**src/rtl/rtccfg_pkg.sv**
```systemverilog
// Purpose: Shared constants of the clock-calendar configuration block.
// Assumes: One 200 MHz clock; 32.768 kHz source arrives on a pin.
// Notes: Register offsets are word indices on the plain register port.
package rtccfg_pkg;

    // Register port offsets.
    localparam logic [1:0] ADDR_CFG = 2'h0;
    localparam logic [1:0] ADDR_WIN_HIGH = 2'h1;
    localparam logic [1:0] ADDR_WIN_LOW = 2'h2;

    // Field positions inside the configuration register.
    localparam int EN_BIT = 15;
    localparam int RSVD_BIT = 14;
    localparam int UNLOCK_BIT = 13;
    localparam int SYNC_BIT = 12;
    localparam int HALF_BIT = 11;
    localparam int OE_BIT = 10;
    localparam int PTR_MSB = 9;
    localparam int PTR_LSB = 8;
    localparam int CAL_MSB = 7;

    // Values after power-on reset.
    localparam logic [15:0] CFG_RESET = 16'h0000;
    localparam logic [7:0] SEC_RESET = 8'h00;
    localparam logic [7:0] DAY_RESET = 8'h01;
    localparam logic [7:0] MON_RESET = 8'h01;

    // Window pointer codes.
    localparam logic [1:0] PTR_MINUTES_SECONDS_REG = 2'h0;
    localparam logic [1:0] PTR_WDAYHR = 2'h1;
    localparam logic [1:0] PTR_MONDAY = 2'h2;
    localparam logic [1:0] PTR_YEAR = 2'h3;

    // Rollover limits in BCD.
    localparam logic [7:0] SEC_LAST = 8'h59;
    localparam logic [7:0] HR_LAST = 8'h23;
    localparam logic [7:0] WDAY_LAST = 8'h06;
    localparam logic [7:0] MON_LAST = 8'h12;
    localparam logic [7:0] YEAR_LAST = 8'h99;

    // Prescaler and calibration counts.
    localparam int PRE_BITS = 15;
    localparam logic [5:0] SEC_PER_MIN_LAST = 6'h3b;
    localparam int CAL_SHIFT = 2;
    localparam int SYNC_LEAD = 32;

endpackage

```
**src/rtl/rtccfg_sync.sv**
```systemverilog
// Purpose: Brings the slow source clock pin into the main clock domain.
// Assumes: The source is far slower than mclk_in.
// Notes: Emits one pulse per rising edge of the source.
module rtccfg_sync (
    // Clock and reset.
    input wire logic mclk_in,
    input wire logic nrst_in,
    // Pin and pulse.
    input wire logic src_in,
    output logic rise_out
);

    logic meta_q;
    logic stable_q;
    logic last_q;

    // Two flops before anything looks at the pin; the third remembers.
    always_ff @(posedge mclk_in or negedge nrst_in) begin
        if (!nrst_in) begin
            meta_q <= 1'b0;
            stable_q <= 1'b0;
            last_q <= 1'b0;
            rise_out <= 1'b0;
        end else begin
            meta_q <= src_in;
            stable_q <= meta_q;
            last_q <= stable_q;
            rise_out <= stable_q & ~last_q;
        end
    end

endmodule

```
**src/rtl/rtccfg_tick.sv**
```systemverilog
// Purpose: Calibrated prescaler giving the half-second phase and ticks.
// Assumes: One source pulse per 32.768 kHz edge.
// Notes: Calibration is applied once per minute, spread over pulses.
module rtccfg_tick #(
    parameter int PRE_BITS = rtccfg_pkg::PRE_BITS
) (
    // Clock and reset.
    input wire logic mclk_in,
    input wire logic nrst_in,
    // Control.
    input wire logic en_in,
    input wire logic src_pulse_in,
    input wire logic clr_in,
    input wire logic [7:0] cal_in,
    // Status.
    output logic half_out,
    output logic sec_tick_out,
    output logic near_out
);

    localparam logic [PRE_BITS-1:0] NEAR_AT =
        PRE_BITS'((1 << PRE_BITS) - rtccfg_pkg::SYNC_LEAD);

    logic [PRE_BITS-1:0] sub_q;
    logic [5:0] min_cnt_q;
    logic [9:0] adj_q;
    logic adj_pos_q;

    // A positive adjustment counts a pulse twice, a negative one skips it.
    wire adj_act = (adj_q != 10'h000);
    wire [1:0] step = !src_pulse_in ? 2'h0 :
                      (adj_act && adj_pos_q) ? 2'h2 :
                      adj_act ? 2'h0 : 2'h1;
    wire [PRE_BITS:0] sum = {1'b0, sub_q} + {{(PRE_BITS - 1){1'b0}}, step};
    wire wrap = sum[PRE_BITS];
    wire [7:0] cal_mag = cal_in[7] ? 8'(-cal_in) : cal_in;
    wire min_end = (min_cnt_q == rtccfg_pkg::SEC_PER_MIN_LAST);

    // Prescaler, minute count and pending calibration pulses.
    always_ff @(posedge mclk_in or negedge nrst_in) begin
        if (!nrst_in) begin
            sub_q <= '0;
            min_cnt_q <= 6'h00;
            adj_q <= 10'h000;
            adj_pos_q <= 1'b0;
            sec_tick_out <= 1'b0;
            near_out <= 1'b0;
        end else begin
            sec_tick_out <= en_in & wrap & ~clr_in;
            near_out <= en_in & (sub_q >= NEAR_AT);
            if (clr_in) begin
                sub_q <= '0;
            end else if (en_in) begin
                sub_q <= sum[PRE_BITS-1:0];
                if (src_pulse_in && adj_act) begin
                    adj_q <= adj_q - 10'h001;
                end
                if (wrap && min_end) begin
                    min_cnt_q <= 6'h00;
                    adj_q <= 10'({2'b00, cal_mag} <<
                                 rtccfg_pkg::CAL_SHIFT);
                    adj_pos_q <= ~cal_in[7];
                end else if (wrap) begin
                    min_cnt_q <= min_cnt_q + 6'h01;
                end
            end
        end
    end

    // The top prescaler bit is high through the second half of a second.
    assign half_out = sub_q[PRE_BITS-1];

endmodule

```
**src/rtl/rtccfg_top.sv**
```systemverilog
// Purpose: Configuration and calibration register of a clock-calendar.
// Assumes: Register port with read data one cycle after the strobe.
// Notes: Power-on reset is the only reset this register sees.
//
// Local design decisions: the strobed register port and the register offsets.
module rtccfg_top (
    // Clock and power-on reset.
    input wire logic mclk_in,
    input wire logic nrst_in,
    // Register port.
    input wire logic [1:0] addr_in,
    input wire logic [15:0] wr_data_in,
    input wire logic wr_in,
    input wire logic rd_in,
    output logic [15:0] rd_data_out,
    // Oscillator source pin.
    input wire logic src_clk_in,
    // Module status and clock output pin.
    output logic module_enable_out,
    output logic clock_out
);

    // Configuration fields, read data and clock pin flops.
    logic clock_module_enable_q;
    logic time_write_unlock_q;
    logic clock_output_enable_q;
    logic [1:0] time_window_pointer_q;
    logic [7:0] calibration_q;
    logic [15:0] rd_data_q;
    logic clock_out_q;

    // Time of day and calendar, all in BCD.
    logic [7:0] sec_q;
    logic [7:0] min_q;
    logic [7:0] hr_q;
    logic [7:0] wday_q;
    logic [7:0] day_q;
    logic [7:0] mon_q;
    logic [7:0] yr_q;

    // Outputs of the synchroniser and the prescaler.
    logic src_rise;
    logic half_second_status;
    logic sec_tick;
    logic read_sync_status;

    // Steps a BCD byte by one.
    function automatic logic [7:0] bcd_inc(input logic [7:0] v);
        logic [7:0] r;
        r = (v[3:0] == 4'h9) ? {4'(v[7:4] + 4'h1), 4'h0} :
                               {v[7:4], 4'(v[3:0] + 4'h1)};
        return r;
    endfunction

    // Steps a BCD byte, wrapping from its last value to its first.
    function automatic logic [7:0] bcd_next(input logic [7:0] v,
                                            input logic [7:0] last,
                                            input logic [7:0] first);
        logic [7:0] r;
        r = (v == last) ? first : bcd_inc(v);
        return r;
    endfunction

    // Register port decode. Index 0 is the configuration image, 1 and 2
    // are the high and low bytes of the time window, and 3 is unmapped:
    // writes to it fall through every decode below and reads return zero.
    // The port never stalls, so every strobe is acted on in its own cycle.
    wire cfg_wr = wr_in && (addr_in == rtccfg_pkg::ADDR_CFG);
    wire hi_acc = (wr_in || rd_in) && (addr_in == rtccfg_pkg::ADDR_WIN_HIGH);
    wire hi_wr = wr_in && (addr_in == rtccfg_pkg::ADDR_WIN_HIGH);
    wire lo_wr = wr_in && (addr_in == rtccfg_pkg::ADDR_WIN_LOW);
    wire [7:0] wbyte = wr_data_in[7:0];

    // Window writes land only while unlocked; the pointer picks the field.
    // A locked write is dropped here rather than later, so neither a field nor
    // the half-second restart sees it; a locked high-byte write still steps the pointer.
    wire hi_ok = hi_wr && time_write_unlock_q;
    wire lo_ok = lo_wr && time_write_unlock_q;
    wire ptr_ms = (time_window_pointer_q == rtccfg_pkg::PTR_MINUTES_SECONDS_REG);
    wire ptr_wh = (time_window_pointer_q == rtccfg_pkg::PTR_WDAYHR);
    wire ptr_md = (time_window_pointer_q == rtccfg_pkg::PTR_MONDAY);
    wire ptr_yr = (time_window_pointer_q == rtccfg_pkg::PTR_YEAR);
    wire wr_min = hi_ok && ptr_ms;
    wire wr_wday = hi_ok && ptr_wh;
    wire wr_mon = hi_ok && ptr_md;
    wire wr_sec = lo_ok && ptr_ms;
    wire wr_hr = lo_ok && ptr_wh;
    wire wr_day = lo_ok && ptr_md;
    wire wr_yr = lo_ok && ptr_yr;

    // Days in the current month, with leap years in BCD. Only the two
    // year digits are kept, so every year divisible by four counts as a
    // leap year; that is right for the years 2000 to 2099 and no further.
    wire yr_leap = yr_q[4] ? (yr_q[3:0] == 4'h2 || yr_q[3:0] == 4'h6) :
                   (yr_q[3:0] == 4'h0 || yr_q[3:0] == 4'h4 ||
                    yr_q[3:0] == 4'h8);
    wire mon_short = (mon_q == 8'h04) || (mon_q == 8'h06) ||
                     (mon_q == 8'h09) || (mon_q == 8'h11);
    wire [7:0] day_last = (mon_q == 8'h02) ? (yr_leap ? 8'h29 : 8'h28) :
                          mon_short ? 8'h30 : 8'h31;

    // Carry chain from seconds up to years, all resolved in one cycle.
    // Because every field moves on the same edge, a reader can only see a
    // torn value across two separate reads, which the status bit warns of.
    wire c_min = sec_tick && (sec_q == rtccfg_pkg::SEC_LAST);
    wire c_hr = c_min && (min_q == rtccfg_pkg::SEC_LAST);
    wire c_day = c_hr && (hr_q == rtccfg_pkg::HR_LAST);
    wire c_mon = c_day && (day_q == day_last);
    wire c_yr = c_mon && (mon_q == rtccfg_pkg::MON_LAST);

    // Next values; a software write to a field wins over a tick.
    // A write to one field still lets a pending carry reach the next one.
    wire [7:0] sec_d = wr_sec ? wbyte :
        sec_tick ? bcd_next(sec_q, rtccfg_pkg::SEC_LAST, 8'h00) : sec_q;
    wire [7:0] min_d = wr_min ? wbyte :
        c_min ? bcd_next(min_q, rtccfg_pkg::SEC_LAST, 8'h00) : min_q;
    wire [7:0] hr_d = wr_hr ? wbyte :
        c_hr ? bcd_next(hr_q, rtccfg_pkg::HR_LAST, 8'h00) : hr_q;
    wire [7:0] wday_d = wr_wday ? wbyte :
        c_day ? bcd_next(wday_q, rtccfg_pkg::WDAY_LAST, 8'h00) : wday_q;
    wire [7:0] day_d = wr_day ? wbyte :
        c_day ? bcd_next(day_q, day_last, 8'h01) : day_q;
    wire [7:0] mon_d = wr_mon ? wbyte :
        c_mon ? bcd_next(mon_q, rtccfg_pkg::MON_LAST, 8'h01) : mon_q;
    wire [7:0] yr_d = wr_yr ? wbyte :
        c_yr ? bcd_next(yr_q, rtccfg_pkg::YEAR_LAST, 8'h00) : yr_q;

    // Window contents chosen by the pointer; the high byte of 11 is zero.
    // Reading a field never changes it; only the pointer moves on a read.
    wire [7:0] win_high = ptr_ms ? min_q : ptr_wh ? wday_q :
                          ptr_md ? mon_q : 8'h00;
    wire [7:0] win_low = ptr_ms ? sec_q : ptr_wh ? hr_q :
                         ptr_md ? day_q : yr_q;

    // Configuration image; bit 14 has no storage and reads zero.
    // Bits 12 and 11 come from the prescaler, so writes cannot reach them.
    wire [15:0] cfg_image = {clock_module_enable_q, 1'b0,
                             time_write_unlock_q, read_sync_status,
                             half_second_status, clock_output_enable_q,
                             time_window_pointer_q, calibration_q};
    wire [15:0] rd_mux = (addr_in == rtccfg_pkg::ADDR_CFG) ? cfg_image :
        (addr_in == rtccfg_pkg::ADDR_WIN_HIGH) ? {8'h00, win_high} :
        (addr_in == rtccfg_pkg::ADDR_WIN_LOW) ? {8'h00, win_low} :
        16'h0000;

    // The pointer steps down on any high-byte access, lock or not. It
    // saturates at 00, so a long run of high-byte reads keeps showing the
    // minutes and seconds pair until software loads a new pointer.
    wire ptr_step = hi_acc && !ptr_ms;
    wire [1:0] ptr_wr = wr_data_in[rtccfg_pkg::PTR_MSB:rtccfg_pkg::PTR_LSB];
    wire [1:0] ptr_d = cfg_wr ? ptr_wr :
                       ptr_step ? 2'(time_window_pointer_q - 2'h1) :
                       time_window_pointer_q;

    // Writing the seconds byte restarts the second, clearing bit 11.
    // A locked write changes nothing, so it leaves the second running.
    wire clr_half = wr_sec;

    // Only the enable flop gates the prescaler, so time stops when off.
    // Window writes still land while stopped, which is how time is set.
    wire run = clock_module_enable_q;

    // Source pin synchroniser; nothing else reads the raw pin.
    rtccfg_sync rtccfg_sync_inst (
        .mclk_in(mclk_in),
        .nrst_in(nrst_in),
        .src_in(src_clk_in),
        .rise_out(src_rise)
    );

    // Calibrated prescaler giving the half-second phase and second ticks.
    rtccfg_tick #(
        .PRE_BITS(rtccfg_pkg::PRE_BITS)
    ) rtccfg_tick_inst (
        .mclk_in(mclk_in),
        .nrst_in(nrst_in),
        .en_in(run),
        .src_pulse_in(src_rise),
        .clr_in(clr_half),
        .cal_in(calibration_q),
        .half_out(half_second_status),
        .sec_tick_out(sec_tick),
        .near_out(read_sync_status)
    );

    // The enable bit follows a write only if the unlock bit was already
    // set before it; one write cannot both unlock and flip the enable,
    // which keeps a single stray store from starting or stopping time.
    wire en_wr = cfg_wr && time_write_unlock_q;

    // Enable bit; cleared by the power-on reset, loaded by a write while unlocked.
    always_ff @(posedge mclk_in or negedge nrst_in) begin
        if (!nrst_in) begin
            clock_module_enable_q <= rtccfg_pkg::CFG_RESET[15];
        end else if (en_wr) begin
            clock_module_enable_q <= wr_data_in[rtccfg_pkg::EN_BIT];
        end
    end

    // Unlock bit; written directly, with no key sequence in front of it.
    always_ff @(posedge mclk_in or negedge nrst_in) begin
        if (!nrst_in) begin
            time_write_unlock_q <= rtccfg_pkg::CFG_RESET[13];
        end else if (cfg_wr) begin
            time_write_unlock_q <= wr_data_in[rtccfg_pkg::UNLOCK_BIT];
        end
    end

    // Output enable bit for the clock pin.
    always_ff @(posedge mclk_in or negedge nrst_in) begin
        if (!nrst_in) begin
            clock_output_enable_q <= rtccfg_pkg::CFG_RESET[10];
        end else if (cfg_wr) begin
            clock_output_enable_q <= wr_data_in[rtccfg_pkg::OE_BIT];
        end
    end

    // Window pointer; loaded by a write, stepped by high-byte accesses.
    always_ff @(posedge mclk_in or negedge nrst_in) begin
        if (!nrst_in) begin
            time_window_pointer_q <= rtccfg_pkg::CFG_RESET[9:8];
        end else begin
            time_window_pointer_q <= ptr_d;
        end
    end

    // Calibration byte; the prescaler picks it up at the next minute end.
    always_ff @(posedge mclk_in or negedge nrst_in) begin
        if (!nrst_in) begin
            calibration_q <= rtccfg_pkg::CFG_RESET[7:0];
        end else if (cfg_wr) begin
            calibration_q <= wr_data_in[rtccfg_pkg::CAL_MSB:0];
        end
    end

    // Time of day; each field takes its next value on every clock.
    always_ff @(posedge mclk_in or negedge nrst_in) begin
        if (!nrst_in) begin
            sec_q <= rtccfg_pkg::SEC_RESET;
            min_q <= rtccfg_pkg::SEC_RESET;
            hr_q <= rtccfg_pkg::SEC_RESET;
        end else begin
            sec_q <= sec_d;
            min_q <= min_d;
            hr_q <= hr_d;
        end
    end

    // Calendar; it starts on day 01 of month 01 after power-on reset.
    always_ff @(posedge mclk_in or negedge nrst_in) begin
        if (!nrst_in) begin
            wday_q <= rtccfg_pkg::SEC_RESET;
            day_q <= rtccfg_pkg::DAY_RESET;
            mon_q <= rtccfg_pkg::MON_RESET;
            yr_q <= rtccfg_pkg::SEC_RESET;
        end else begin
            wday_q <= wday_d;
            day_q <= day_d;
            mon_q <= mon_d;
            yr_q <= yr_d;
        end
    end

    // Read data stands for exactly the cycle after the strobe.
    // Returning zero outside that cycle keeps a shared read bus quiet.
    always_ff @(posedge mclk_in or negedge nrst_in) begin
        if (!nrst_in) begin
            rd_data_q <= 16'h0000;
        end else begin
            rd_data_q <= rd_in ? rd_mux : 16'h0000;
        end
    end

    // The pin carries the one-hertz square wave when both bits allow.
    // Registering it keeps decode glitches off the pin.
    always_ff @(posedge mclk_in or negedge nrst_in) begin
        if (!nrst_in) begin
            clock_out_q <= 1'b0;
        end else begin
            clock_out_q <= clock_output_enable_q & run &
                           half_second_status;
        end
    end

    // Top outputs come straight from their flops.
    assign rd_data_out = rd_data_q;
    assign module_enable_out = clock_module_enable_q;
    assign clock_out = clock_out_q;

endmodule

```
**config.mk**
```make
export PLATFORM = sky130hd
export DESIGN_NAME = rtccfg_top
export DESIGN_NICKNAME = d
export VERILOG_FILES = /design/src/rtl/rtccfg_pkg.sv /design/src/rtl/rtccfg_sync.sv /design/src/rtl/rtccfg_tick.sv /design/src/rtl/rtccfg_top.sv
export SDC_FILE = /design/constraint.sdc
export NUM_CORES = 1
export LEC_CHECK = 0
export ABC_AREA = 1
export BUFFER_PORTS_ARGS = -buffer_cell sky130_fd_sc_hd__buf_2
export CAP_MARGIN = 20
export CELL_PAD_IN_SITES_DETAIL_PLACEMENT = 0
export CELL_PAD_IN_SITES_GLOBAL_PLACEMENT = 1
export CORE_MARGIN = 2
export CORE_UTILIZATION = 29
export CTS_BUF_LIST = sky130_fd_sc_hd__clkbuf_2
export CTS_CLUSTER_SIZE = 14
export DETAILED_ROUTE_END_ITERATION = 8
export PLACE_DENSITY_LB_ADDON = 0.1
export SYNTH_ARGS = -nofsm -noshare
export SYNTH_HDL_FRONTEND = slang
export SYNTH_SLANG_ARGS = --single-unit
```
**constraint.sdc**
```tcl
create_clock -name mclk_in -period 9.4 [get_ports mclk_in]
set_clock_uncertainty 0.2 [all_clocks]
set_input_delay 1.88 -clock mclk_in [delete_from_list [all_inputs] [get_ports mclk_in]]
set_output_delay 1.88 -clock mclk_in [all_outputs]
set_load 0.05 [all_outputs]
```
==> flow_metrics.tcl, run 1 <==
set metrics [dict create \
    grt-ovfl-total 0 \
    synth-async-reset-ratio_pct 100 \
    routed_wl_um 22600 \
    rows 58 \
    htreeDepth 4 \
    min_period_over_period_pct 39.9 \
    worst_setup_path_start_kind "input port" \
    drive_gt1_share_pct 10.3 \
    hold_buffers 0 \
    p_leak_nw 3.88 \
    cpPeakStageDelay_ns 0.64 \
    grt_first_pass_wirelength_um 36000 \
    antenna_found_initial 1 \
    cts.clk_slew.worst_paths_ns 0.21 \
    tns_ns 0 \
    crit_end "time_window_pointer_q[1]$_DFFE_PN0P_" \
    cts_buffers 17 \
    r2r-end "rtccfg_tick_inst.adj_q[7]$_DFFE_PN0P_" \
    cts-resized-gates 0 \
    die_h_um 164 \
    synth_commonest_cells "nand2_1, inv_1, dfrtp_1, nor2_1, o21ai_0" \
    synth-seq-area-share_pct 41.7 \
    rsz0062_at_grt "false" \
    io_buffer_count 36 \
    post_drt_wl_per_cell_um 16.9 \
    fin_cells 1335 \
    fillers 2828 \
    cts_setup_buffers 0 \
    cp_max_fo 17 \
    syn_avg_cell_area_um2 7.78 \
    initial_utilization_pct 29.4 \
    run_status "complete, no violations" \
    synth_edf_count 0 \
    fin_util_pct 32.4 \
    grt_pass1_vias 6318 \
    cts_buffer_depth 2 \
    finalSetupViolCount 0 \
    die_w_um 164 \
    path_delay_family "simple AND/OR/NAND/NOR gates" \
    pre_cts_ws_ns 4.97 \
    slew_headroom_pct 46.5 \
    grt_start_max_net_pins 72 \
    critPathSlowestCell "nor2_1" \
    drt-pass1-iter-count 4 \
    die_area_um2 26800 \
    ioPinCount 41 \
    power.total_w 0.00182 \
    seq_area_um2 3080 \
    core_um2 25100 \
    crit_cells 7 \
    dp.cells 1301 \
    critical_path_class "in2reg" \
    area_growth_pct 10.1 \
    multi_input_area_um2 3700 \
    cp-end-kind "flop" \
    synth.most_common_cell "nand2_1" \
    clock-root-buffer "clkbuf_2" \
    path_cells "buf_2 > nor2_1 > nand2_1 > clkinv_1 > o22ai_1 > a211oi_1 > a21oi_1" \
    syn_inst 950 \
    nets 1045 \
    synth_nets 1005 \
    synth_ff_type "dfrtp_1" \
    hold_class "reg2reg" \
    arrival_ns 4.11 \
    hpwl_um 16300 \
    ys_ff_latch 123 \
    cts.sinks 123 \
    cts_tree "yes" \
    synth_cell_types 52 \
    ff2ff_path_depth 22 \
    powerDensity_nw_per_um2 224 \
    r2r_start "rtccfg_tick_inst.adj_q[0]$_DFFE_PN0P_" \
    vias 6385 \
    gr-usage-all-layers_pct 17.6 \
    synthesis.area_um2 7390 \
    period_needed_ns 3.75 \
    r2r_slack_ns 5.67 \
    drt_iter0_markers 373 \
    clk-insertion-delay-late_ns 0.71 \
    slew_violations 0 \
    ir_worst_vdd_v 0.0000837 \
    worst_pin_slew_ns 0.799 \
    crit_buf_inv 2 \
    netlist.top_cell.by_area "dfrtp_1" \
    drc 0 \
    synth.top_cell.area_share_pct 41.0 \
    crit_path_start "addr_in[0]" \
    yosys_warnings 0 \
    fin_ws_ns 5.65 \
    fmax_mhz 267 \
    ant_nets 0 \
    drv_cap 0 \
    synthTopCellsByArea "dfrtp_1, nand2_1, inv_1" \
    worstPathRequired_ns 9.76 \
    routed_via_density 4.78 \
    hold_viol 0 \
    place_congestion 0.795 \
]
==> worst reg2reg max path: cells and delay by family, from the launching register on <==
kind            cells  cell delay (ns)
flops               1             0.47
simple gates       14             1.68
compound gates      2             0.43
buf+inv             4             0.40
fa+ha+maj           2             0.47
==> flip-flops by register name, indices dropped and copies added (netlist names), 2 cells and up <==
name,cells
calibration_q,8
day_q,8
hr_q,8
min_q,8
mon_q,8
rd_data_out,15
rtccfg_tick_inst.adj_q,10
rtccfg_tick_inst.min_cnt_q,6
rtccfg_tick_inst.sub_q,15
sec_q,8
time_window_pointer_q,2
wday_q,8
yr_q,8
==> cell type report <==
class,count,area share [%]
antenna,2,0.0615
clock inverter,14,1.49
multi-input combinational,669,45.5
tap,330,5.07
clock buffer,18,1.11
sequential,123,37.8
inverter,142,6.58
timing repair buffer,37,2.38
==> layout by cell type, fill, tap and decap left out, types with 6 or more instances in the layout <==
master,n
a211oi_1,9
a21oi_1,36
buf_2,35
clkbuf_2,18
dfrtp_1,121
ha_1,31
inv_1,129
inv_2,9
nand2_1,182
nand3_1,63
nand4_1,9
nor2_1,95
nor2_2,6
nor3_1,18
o21ai_0,89
o221ai_1,22
o22ai_1,29
xor2_1,23
==> cell families after synthesis <==
group                    share of synthesized area, %
AO/OA/AOI/OAI                                    17.9
XOR/XNOR                                         3.32
adder cells (fa/ha/maj)                          5.52
buffers and inverters                            8.26
flip-flops                                       41.7
multiplexers                                    0.152
other                                          0.0507
AND/OR/NAND/NOR                                  23.1
==> worst min-delay path by stage <==
stage / slack, ns / depth (start not counted) / startpoint / endpoint
floorplan: 0.13 / 0 / rtccfg_sync_inst.meta_q$_DFF_PN0_ / rtccfg_sync_inst.stable_q$_DFF_PN0_
global placement: 0.13 / 0 / rtccfg_sync_inst.meta_q$_DFF_PN0_ / rtccfg_sync_inst.stable_q$_DFF_PN0_
detailed placement: 0.14 / 0 / rtccfg_sync_inst.meta_q$_DFF_PN0_ / rtccfg_sync_inst.stable_q$_DFF_PN0_
CTS: 0.19 / 0 / rtccfg_sync_inst.meta_q$_DFF_PN0_ / rtccfg_sync_inst.stable_q$_DFF_PN0_
global route: 0.19 / 0 / rtccfg_sync_inst.meta_q$_DFF_PN0_ / rtccfg_sync_inst.stable_q$_DFF_PN0_
finish: 0.18 / 0 / rtccfg_sync_inst.meta_q$_DFF_PN0_ / rtccfg_sync_inst.stable_q$_DFF_PN0_
==> metal layers <==
metal | share of wire, % | track usage [%] | vias up
met5 | 0 | 0 | -
met1 | 52 | 25.9 | 3036
met4 | 0.58 | 2.87 | 0
met2 | 45 | 27.4 | 76
li1 | - | - | 3265
met3 | 2.4 | 2.97 | 8
==> where the power goes <==
| part | total [W] | internal, W | switching [W] |
|---|---|---|---|
| clock | 0.000334 | 0.0000970 | 0.000237 |
| combinational | 0.000694 | 0.000235 | 0.000459 |
| sequential | 0.000794 | 0.000656 | 0.000138 |
==> through the flow <==
step / area [um^2] / hold slack, ns
after floorplan: 7390 / 0.131
after global placement: 7930 / 0.134
after detailed placement: 7930 / 0.142
after CTS: 8140 / 0.189
after global routing: 8140 / 0.193
final: 8140 / 0.184
Power figures use the tool's default switching activity.
==> run 2, diff against run 1 <==
==> constraint.sdc (replaced) <==
create_clock -name mclk_in -period 3.55 [get_ports mclk_in]
set_clock_uncertainty 0.2 [all_clocks]
set_input_delay 0.71 -clock mclk_in [delete_from_list [all_inputs] [get_ports mclk_in]]
set_output_delay 0.71 -clock mclk_in [all_outputs]
set_load 0.05 [all_outputs]
==> run 2 against run 1 <==
- via count increased by 2.1%
- first-iteration DRC count decreased by 15%
- cell count increased by 1.5%
- final area increased by 3.2%
- worst setup slack got worse by 5.3 ns
- flip-flop and latch count unchanged
- wire length increased by 1.6%
- register-to-register slack got worse by 5.3 ns
- critical endpoint is now rtccfg_tick_inst.adj_q[2]$_DFFE_PN0P_
- largest cell class unchanged
==> flow_metrics.tcl, run 2 (synthesis gave the netlist of run 1 again) <==
set metrics [dict create \
    hold_viol 0 \
    gr-usage-all-layers_pct 18.0 \
    ant_nets 0 \
    hpwl_um 16600 \
    cts_tree "yes" \
    drt-pass1-iter-count 5 \
    antenna_found_initial 1 \
    whs_path_depth 2 \
    ff2ff_path_depth 23 \
    cts.clk_slew.worst_paths_ns 0.25 \
    grt_pass1_vias 6357 \
    drc 0 \
    min_period_over_period_pct 88.7 \
    worstPathRequired_ns 4.02 \
    r2r-end "rtccfg_tick_inst.adj_q[2]$_DFFE_PN0P_" \
    cts_buffers 17 \
    worst_pin_slew_ns 0.621 \
    cp_max_fo 8 \
    critical_path_class "reg2reg" \
    cts.sinks 123 \
    die_h_um 164 \
    period_needed_ns 3.15 \
    core_um2 25100 \
    ioPinCount 41 \
    p_leak_nw 4.00 \
    worst_setup_path_start_kind "flop" \
    rsz0062_at_grt "true" \
    drive_gt1_share_pct 11.9 \
    cts_buffer_depth 2 \
    tns_ns 0 \
    area_growth_pct 13.6 \
    routed_wl_um 23000 \
    cp-end-kind "flop" \
    nets 1067 \
    post_drt_wl_per_cell_um 16.9 \
    routed_via_density 4.81 \
    place_congestion 0.818 \
    holdWs_ns 0.0819 \
    run_status "complete, no violations" \
    slew_headroom_pct 58.6 \
    layout_commonest_cell "nand2_1" \
    die_w_um 164 \
    arrival_ns 3.62 \
    drv_cap 0 \
    r2r_slack_ns 0.40 \
    rows 58 \
    grt-ovfl-total 0 \
    fmax_mhz 317 \
    drt_iter0_markers 316 \
    finalSetupViolCount 0 \
    clk-insertion-delay-late_ns 0.74 \
    ir_worst_vdd_v 0.000207 \
    vias 6516 \
    hold_end "rd_data_out[1]$_DFF_PN0_" \
    die_area_um2 26800 \
    grt_first_pass_wirelength_um 36700 \
    r2r_start "rtccfg_tick_inst.adj_q[0]$_DFFE_PN0P_" \
    initial_utilization_pct 29.4 \
    powerDensity_nw_per_um2 594 \
    slew_violations 0 \
    min_from "addr_in[1]" \
    hold_class "in2reg" \
    htreeDepth 4 \
    clock-root-buffer "clkbuf_2" \
    grt_start_max_net_pins 61 \
    mostFrequentLayoutCells "nand2_1, inv_1, dfrtp_1" \
    io_buffer_count 36 \
]
-- run 2: cell count changes in the layout (fill, tap and decap cells not counted), sizes merged --
cell / change
clkinvlp: -1
dlygate4sd3: +9
buf: +13
diode: -1
clkbuf: -1
bufinv: +1
inv: +2
clkinv: -2
-- run 2: layout make-up --
class,count,area [um^2]
timing repair buffer,59,398
fill,2799,16700
clock buffer,17,85.1
sequential,123,3080
inverter,142,536
clock inverter,14,163
antenna,1,2.50
multi-input combinational,669,3720
tap,330,413
-- run 2: how the worst max path moves through the flow --
stage / from / end
global placement: rtccfg_tick_inst.adj_q[0]$_DFFE_PN0P_ / rtccfg_tick_inst.adj_q[6]$_DFFE_PN0P_
CTS: rtccfg_tick_inst.adj_q[0]$_DFFE_PN0P_ / rtccfg_tick_inst.adj_q[2]$_DFFE_PN0P_
floorplan: rtccfg_tick_inst.adj_q[0]$_DFFE_PN0P_ / rtccfg_tick_inst.adj_q[6]$_DFFE_PN0P_
global route: rtccfg_tick_inst.adj_q[0]$_DFFE_PN0P_ / rtccfg_tick_inst.adj_q[6]$_DFFE_PN0P_
finish: rtccfg_tick_inst.adj_q[0]$_DFFE_PN0P_ / rtccfg_tick_inst.adj_q[2]$_DFFE_PN0P_
detailed placement: rtccfg_tick_inst.adj_q[0]$_DFFE_PN0P_ / rtccfg_tick_inst.adj_q[6]$_DFFE_PN0P_
-- run 2: per-layer routing --
metal / part of all wire (%) / vias to the layer above / global-route usage (%)
met5: 0 / - / 0
met4: 0.81 / 0 / 3.71
met3: 2.8 / 12 / 2.82
met2: 44 / 99 / 27.4
met1: 52 / 3090 / 26.9
li1: - / 3315 / -
-- run 2: worst max-delay path, cell delays in order (launching register included) --
cell and delay, ns:
dfrtp_1 0.44, inv_1 0.07, ha_1 0.18, nand3_1 0.13
nor2_2 0.11, nand2_1 0.08, nor2_2 0.12, nand3_2 0.11
nand2_2 0.10, nor2_1 0.08, ha_1 0.28, nand2_1 0.04
nand2_1 0.07, nand2_1 0.05, nor2_1 0.08, inv_1 0.07
nor2_4 0.13, nand2_4 0.09, nor2_2 0.12, inv_2 0.06
o21ai_2 0.12, buf_6 0.18, o211ai_2 0.07, o21ai_1 0.08
-- run 2: power by group --
part / total, W / internal, W / switching (W)
Sequential: 0.00209 / 0.00174 / 0.000356
Clock: 0.000996 / 0.000336 / 0.000659
Combinational: 0.00190 / 0.000665 / 0.00123
-- run 2: through the flow --
| stage | util, % | power, W | setup slack [ns] | area [um^2] | std cells |
|---|---|---|---|---|---|
| final | 33.5 | 0.00499 | 0.400 | 8400 | 1355 |
| after global routing | 33.5 | 0.00544 | 0.000676 | 8400 | 1355 |
| after CTS | 33.3 | 0.00505 | 0.130 | 8370 | 1353 |
| after detailed placement | 32.0 | 0.00401 | 0.190 | 8030 | 1313 |
| after global placement | 32.0 | 0.00402 | 0.190 | 8030 | 1313 |
| after floorplan | - | 0.00340 | 0.526 | 7390 | 950 |
-- run 2: repair_timing --
action                                 CTS  global route
resized for setup                        0             8
setup endpoints to repair                0            18
hold buffers                             9             0
endpoints found under the hold margin   66             0
setup buffers                            0             1
==> run 3, diff against run 2 <==
==> constraint.sdc (replaced) <==
create_clock -name mclk_in -period 2.81 [get_ports mclk_in]
set_clock_uncertainty 0.2 [all_clocks]
set_input_delay 0.562 -clock mclk_in [delete_from_list [all_inputs] [get_ports mclk_in]]
set_output_delay 0.562 -clock mclk_in [all_outputs]
set_load 0.05 [all_outputs]
==> run 3 against run 2 <==
- the flow now finishes with violations (negative setup slack)
- sequential share of layout area is 2.7 points lower
- critical path type unchanged
- worst setup slack worse by 0.58 ns
- final area is 8.0% higher
==> flow_metrics.tcl, run 3 (synthesis gave the netlist of run 1 again) <==
set metrics [dict create \
    grt_pass1_vias 6688 \
    cp-end-kind "flop" \
    slew_violations 0 \
    worst_pin_slew_ns 0.589 \
    antenna_found_initial 1 \
    ir_worst_vdd_v 0.000254 \
    path_cells "inv_2 > ha_4 > nand3_4 > nor2_4 > nand2_2 > buf_4 > buf_4 > buf_4 > buf_4 > buf_4 > buf_4 > buf_4 > buf_4 > buf_4 > buf_4 > buf_4 > buf_4 > buf_4 > nand2_1 > nand2_1 > nand2_1 > o21ai_1" \
    fin_cells 1417 \
    crit_path_start "rtccfg_tick_inst.adj_q[1]$_DFFE_PN0P_" \
    ioPinCount 41 \
    holdWs_ns 0.0929 \
    cp_common_cell "buf_4" \
    drt_iter0_markers 389 \
    critical_path_class "reg2reg" \
    drive_gt1_share_pct 18.6 \
    area_growth_pct 22.7 \
    clock-root-buffer "clkbuf_2" \
    cts_tree "yes" \
    cp_max_fo 2 \
    layout_commonest_cell "nand2_1" \
    run_status "finished, violations left" \
    post_drt_wl_per_cell_um 16.5 \
    worst_setup_path_start_kind "flop" \
    powerDensity_nw_per_um2 730 \
    grt_start_max_net_pins 43 \
    critPathSlowestCell "dfrtp_1" \
    initial_utilization_pct 29.4 \
    grt-ovfl-total 0 \
    vias 6782 \
    hold_viol 0 \
    r2r_start "rtccfg_tick_inst.adj_q[1]$_DFFE_PN0P_" \
    ant_nets 0 \
    use_met1_pct 26.4 \
    cpPeakStageDelay_ns 0.46 \
    path_delay_family "buffers and inverters" \
    rows 58 \
    drt-pass1-iter-count 7 \
    violations "negative setup slack" \
    cts_buffer_depth 2 \
    crit_buf_inv 14 \
    htreeDepth 4 \
    fin_ws_ns -0.183 \
    min_period_over_period_pct 107 \
    tns_ns -1.83 \
    mostFrequentLayoutCells "nand2_1, inv_1, dfrtp_1" \
    die_area_um2 26800 \
    grtUsageMet2_pct 27.9 \
    routed_wl_um 23400 \
    finalSetupViolCount 18 \
    period_needed_ns 2.99 \
    use_met3_pct 3.20 \
    place_congestion 0.807 \
    clk-insertion-delay-late_ns 0.73 \
    hpwl_um 17100 \
    dp.cells 1345 \
    core_um2 25100 \
    grt_first_pass_wirelength_um 37200 \
    pre_cts_ws_ns -0.176 \
    gr-usage-all-layers_pct 18.2 \
    die_h_um 164 \
    slew_headroom_pct 60.7 \
    arrival_ns 3.46 \
    rsz0062_at_grt "true" \
    r2r_slack_ns -0.18 \
    worstPathRequired_ns 3.27 \
    hold_class "in2async" \
    busiest_layer "met2" \
    die_w_um 164 \
    p_leak_nw 4.32 \
    nets 1128 \
    power.total_w 0.00663 \
    io_buffer_count 36 \
    routed_via_density 4.79 \
    drc 0 \
    cts_buffers 17 \
    cts.clk_slew.worst_paths_ns 0.26 \
    drv_cap 0 \
    fmax_mhz 334 \
    cts.sinks 123 \
]
-- run 3: changes by cell type in the layout (fill, tap and decap cells not counted), moves of 4 or more --
cell,previous run,this run
buf_4,12,64
buf_6,2,6
dlygate4sd3_1,9,14
nand3_1,62,58
nor2_1,92,88
nor2_4,5,12
o21ai_0,88,81
o21ai_1,6,13
-- run 3: final timing paths --
path,cells after the start,to
worst max-delay path,22,rtccfg_tick_inst.adj_q[6]$_DFFE_PN0P_
worst min-delay path,2,yr_q[1]$_DFFE_PN0P_
worst max register to register,22,rtccfg_tick_inst.adj_q[6]$_DFFE_PN0P_
worst min register to register,1,rtccfg_sync_inst.rise_out$_DFF_PN0_
max in group asynchronous,3,rtccfg_tick_inst.sec_tick_out$_DFF_PN0_
min in group mclk_in,4,rd_data_out[1]$_DFF_PN0_
-- run 3: power breakdown --
part / total, W / internal, W / switching (W)
clock: 0.00120 / 0.000407 / 0.000788
combinational: 0.00276 / 0.00109 / 0.00167
sequential: 0.00267 / 0.00219 / 0.000476
-- run 3: area by class of cell --
type,count,area [um^2]
Clock inverter,14,146
Clock buffer,17,85.1
Inverter,142,543
Sequential cell,123,3080
Fill cell,2745,16000
Multi-Input combinational cell,669,3920
Tap cell,330,413
Antenna cell,2,5.00
Timing Repair Buffer,120,883
-- run 3: timing repair --
item	in CTS	in global routing
setup endpoints to repair	24	30
setup buffers	16	8
cloned	0	1
resized for setup	26	29
hold buffers	14	0
pin swaps	10	22
endpoints found under the hold margin	141	0
-- run 3: stage by stage --
step                      util (%)  area (um^2)
after CTS                     35.3         8870
after global routing          36.1         9070
after floorplan                  -         7430
final                         36.1         9070
after global placement        33.1         8300
after detailed placement      33.1         8300
-- run 3: layer usage --
layer / share of wire, % / vias up / wire length, um
li1: - / 3444 / -
met1: 51 / 3215 / 12000
met2: 45 / 107 / 10600
met3: 2.6 / 16 / 614
met4: 1.3 / 0 / 306
met5: 0 / - / 0
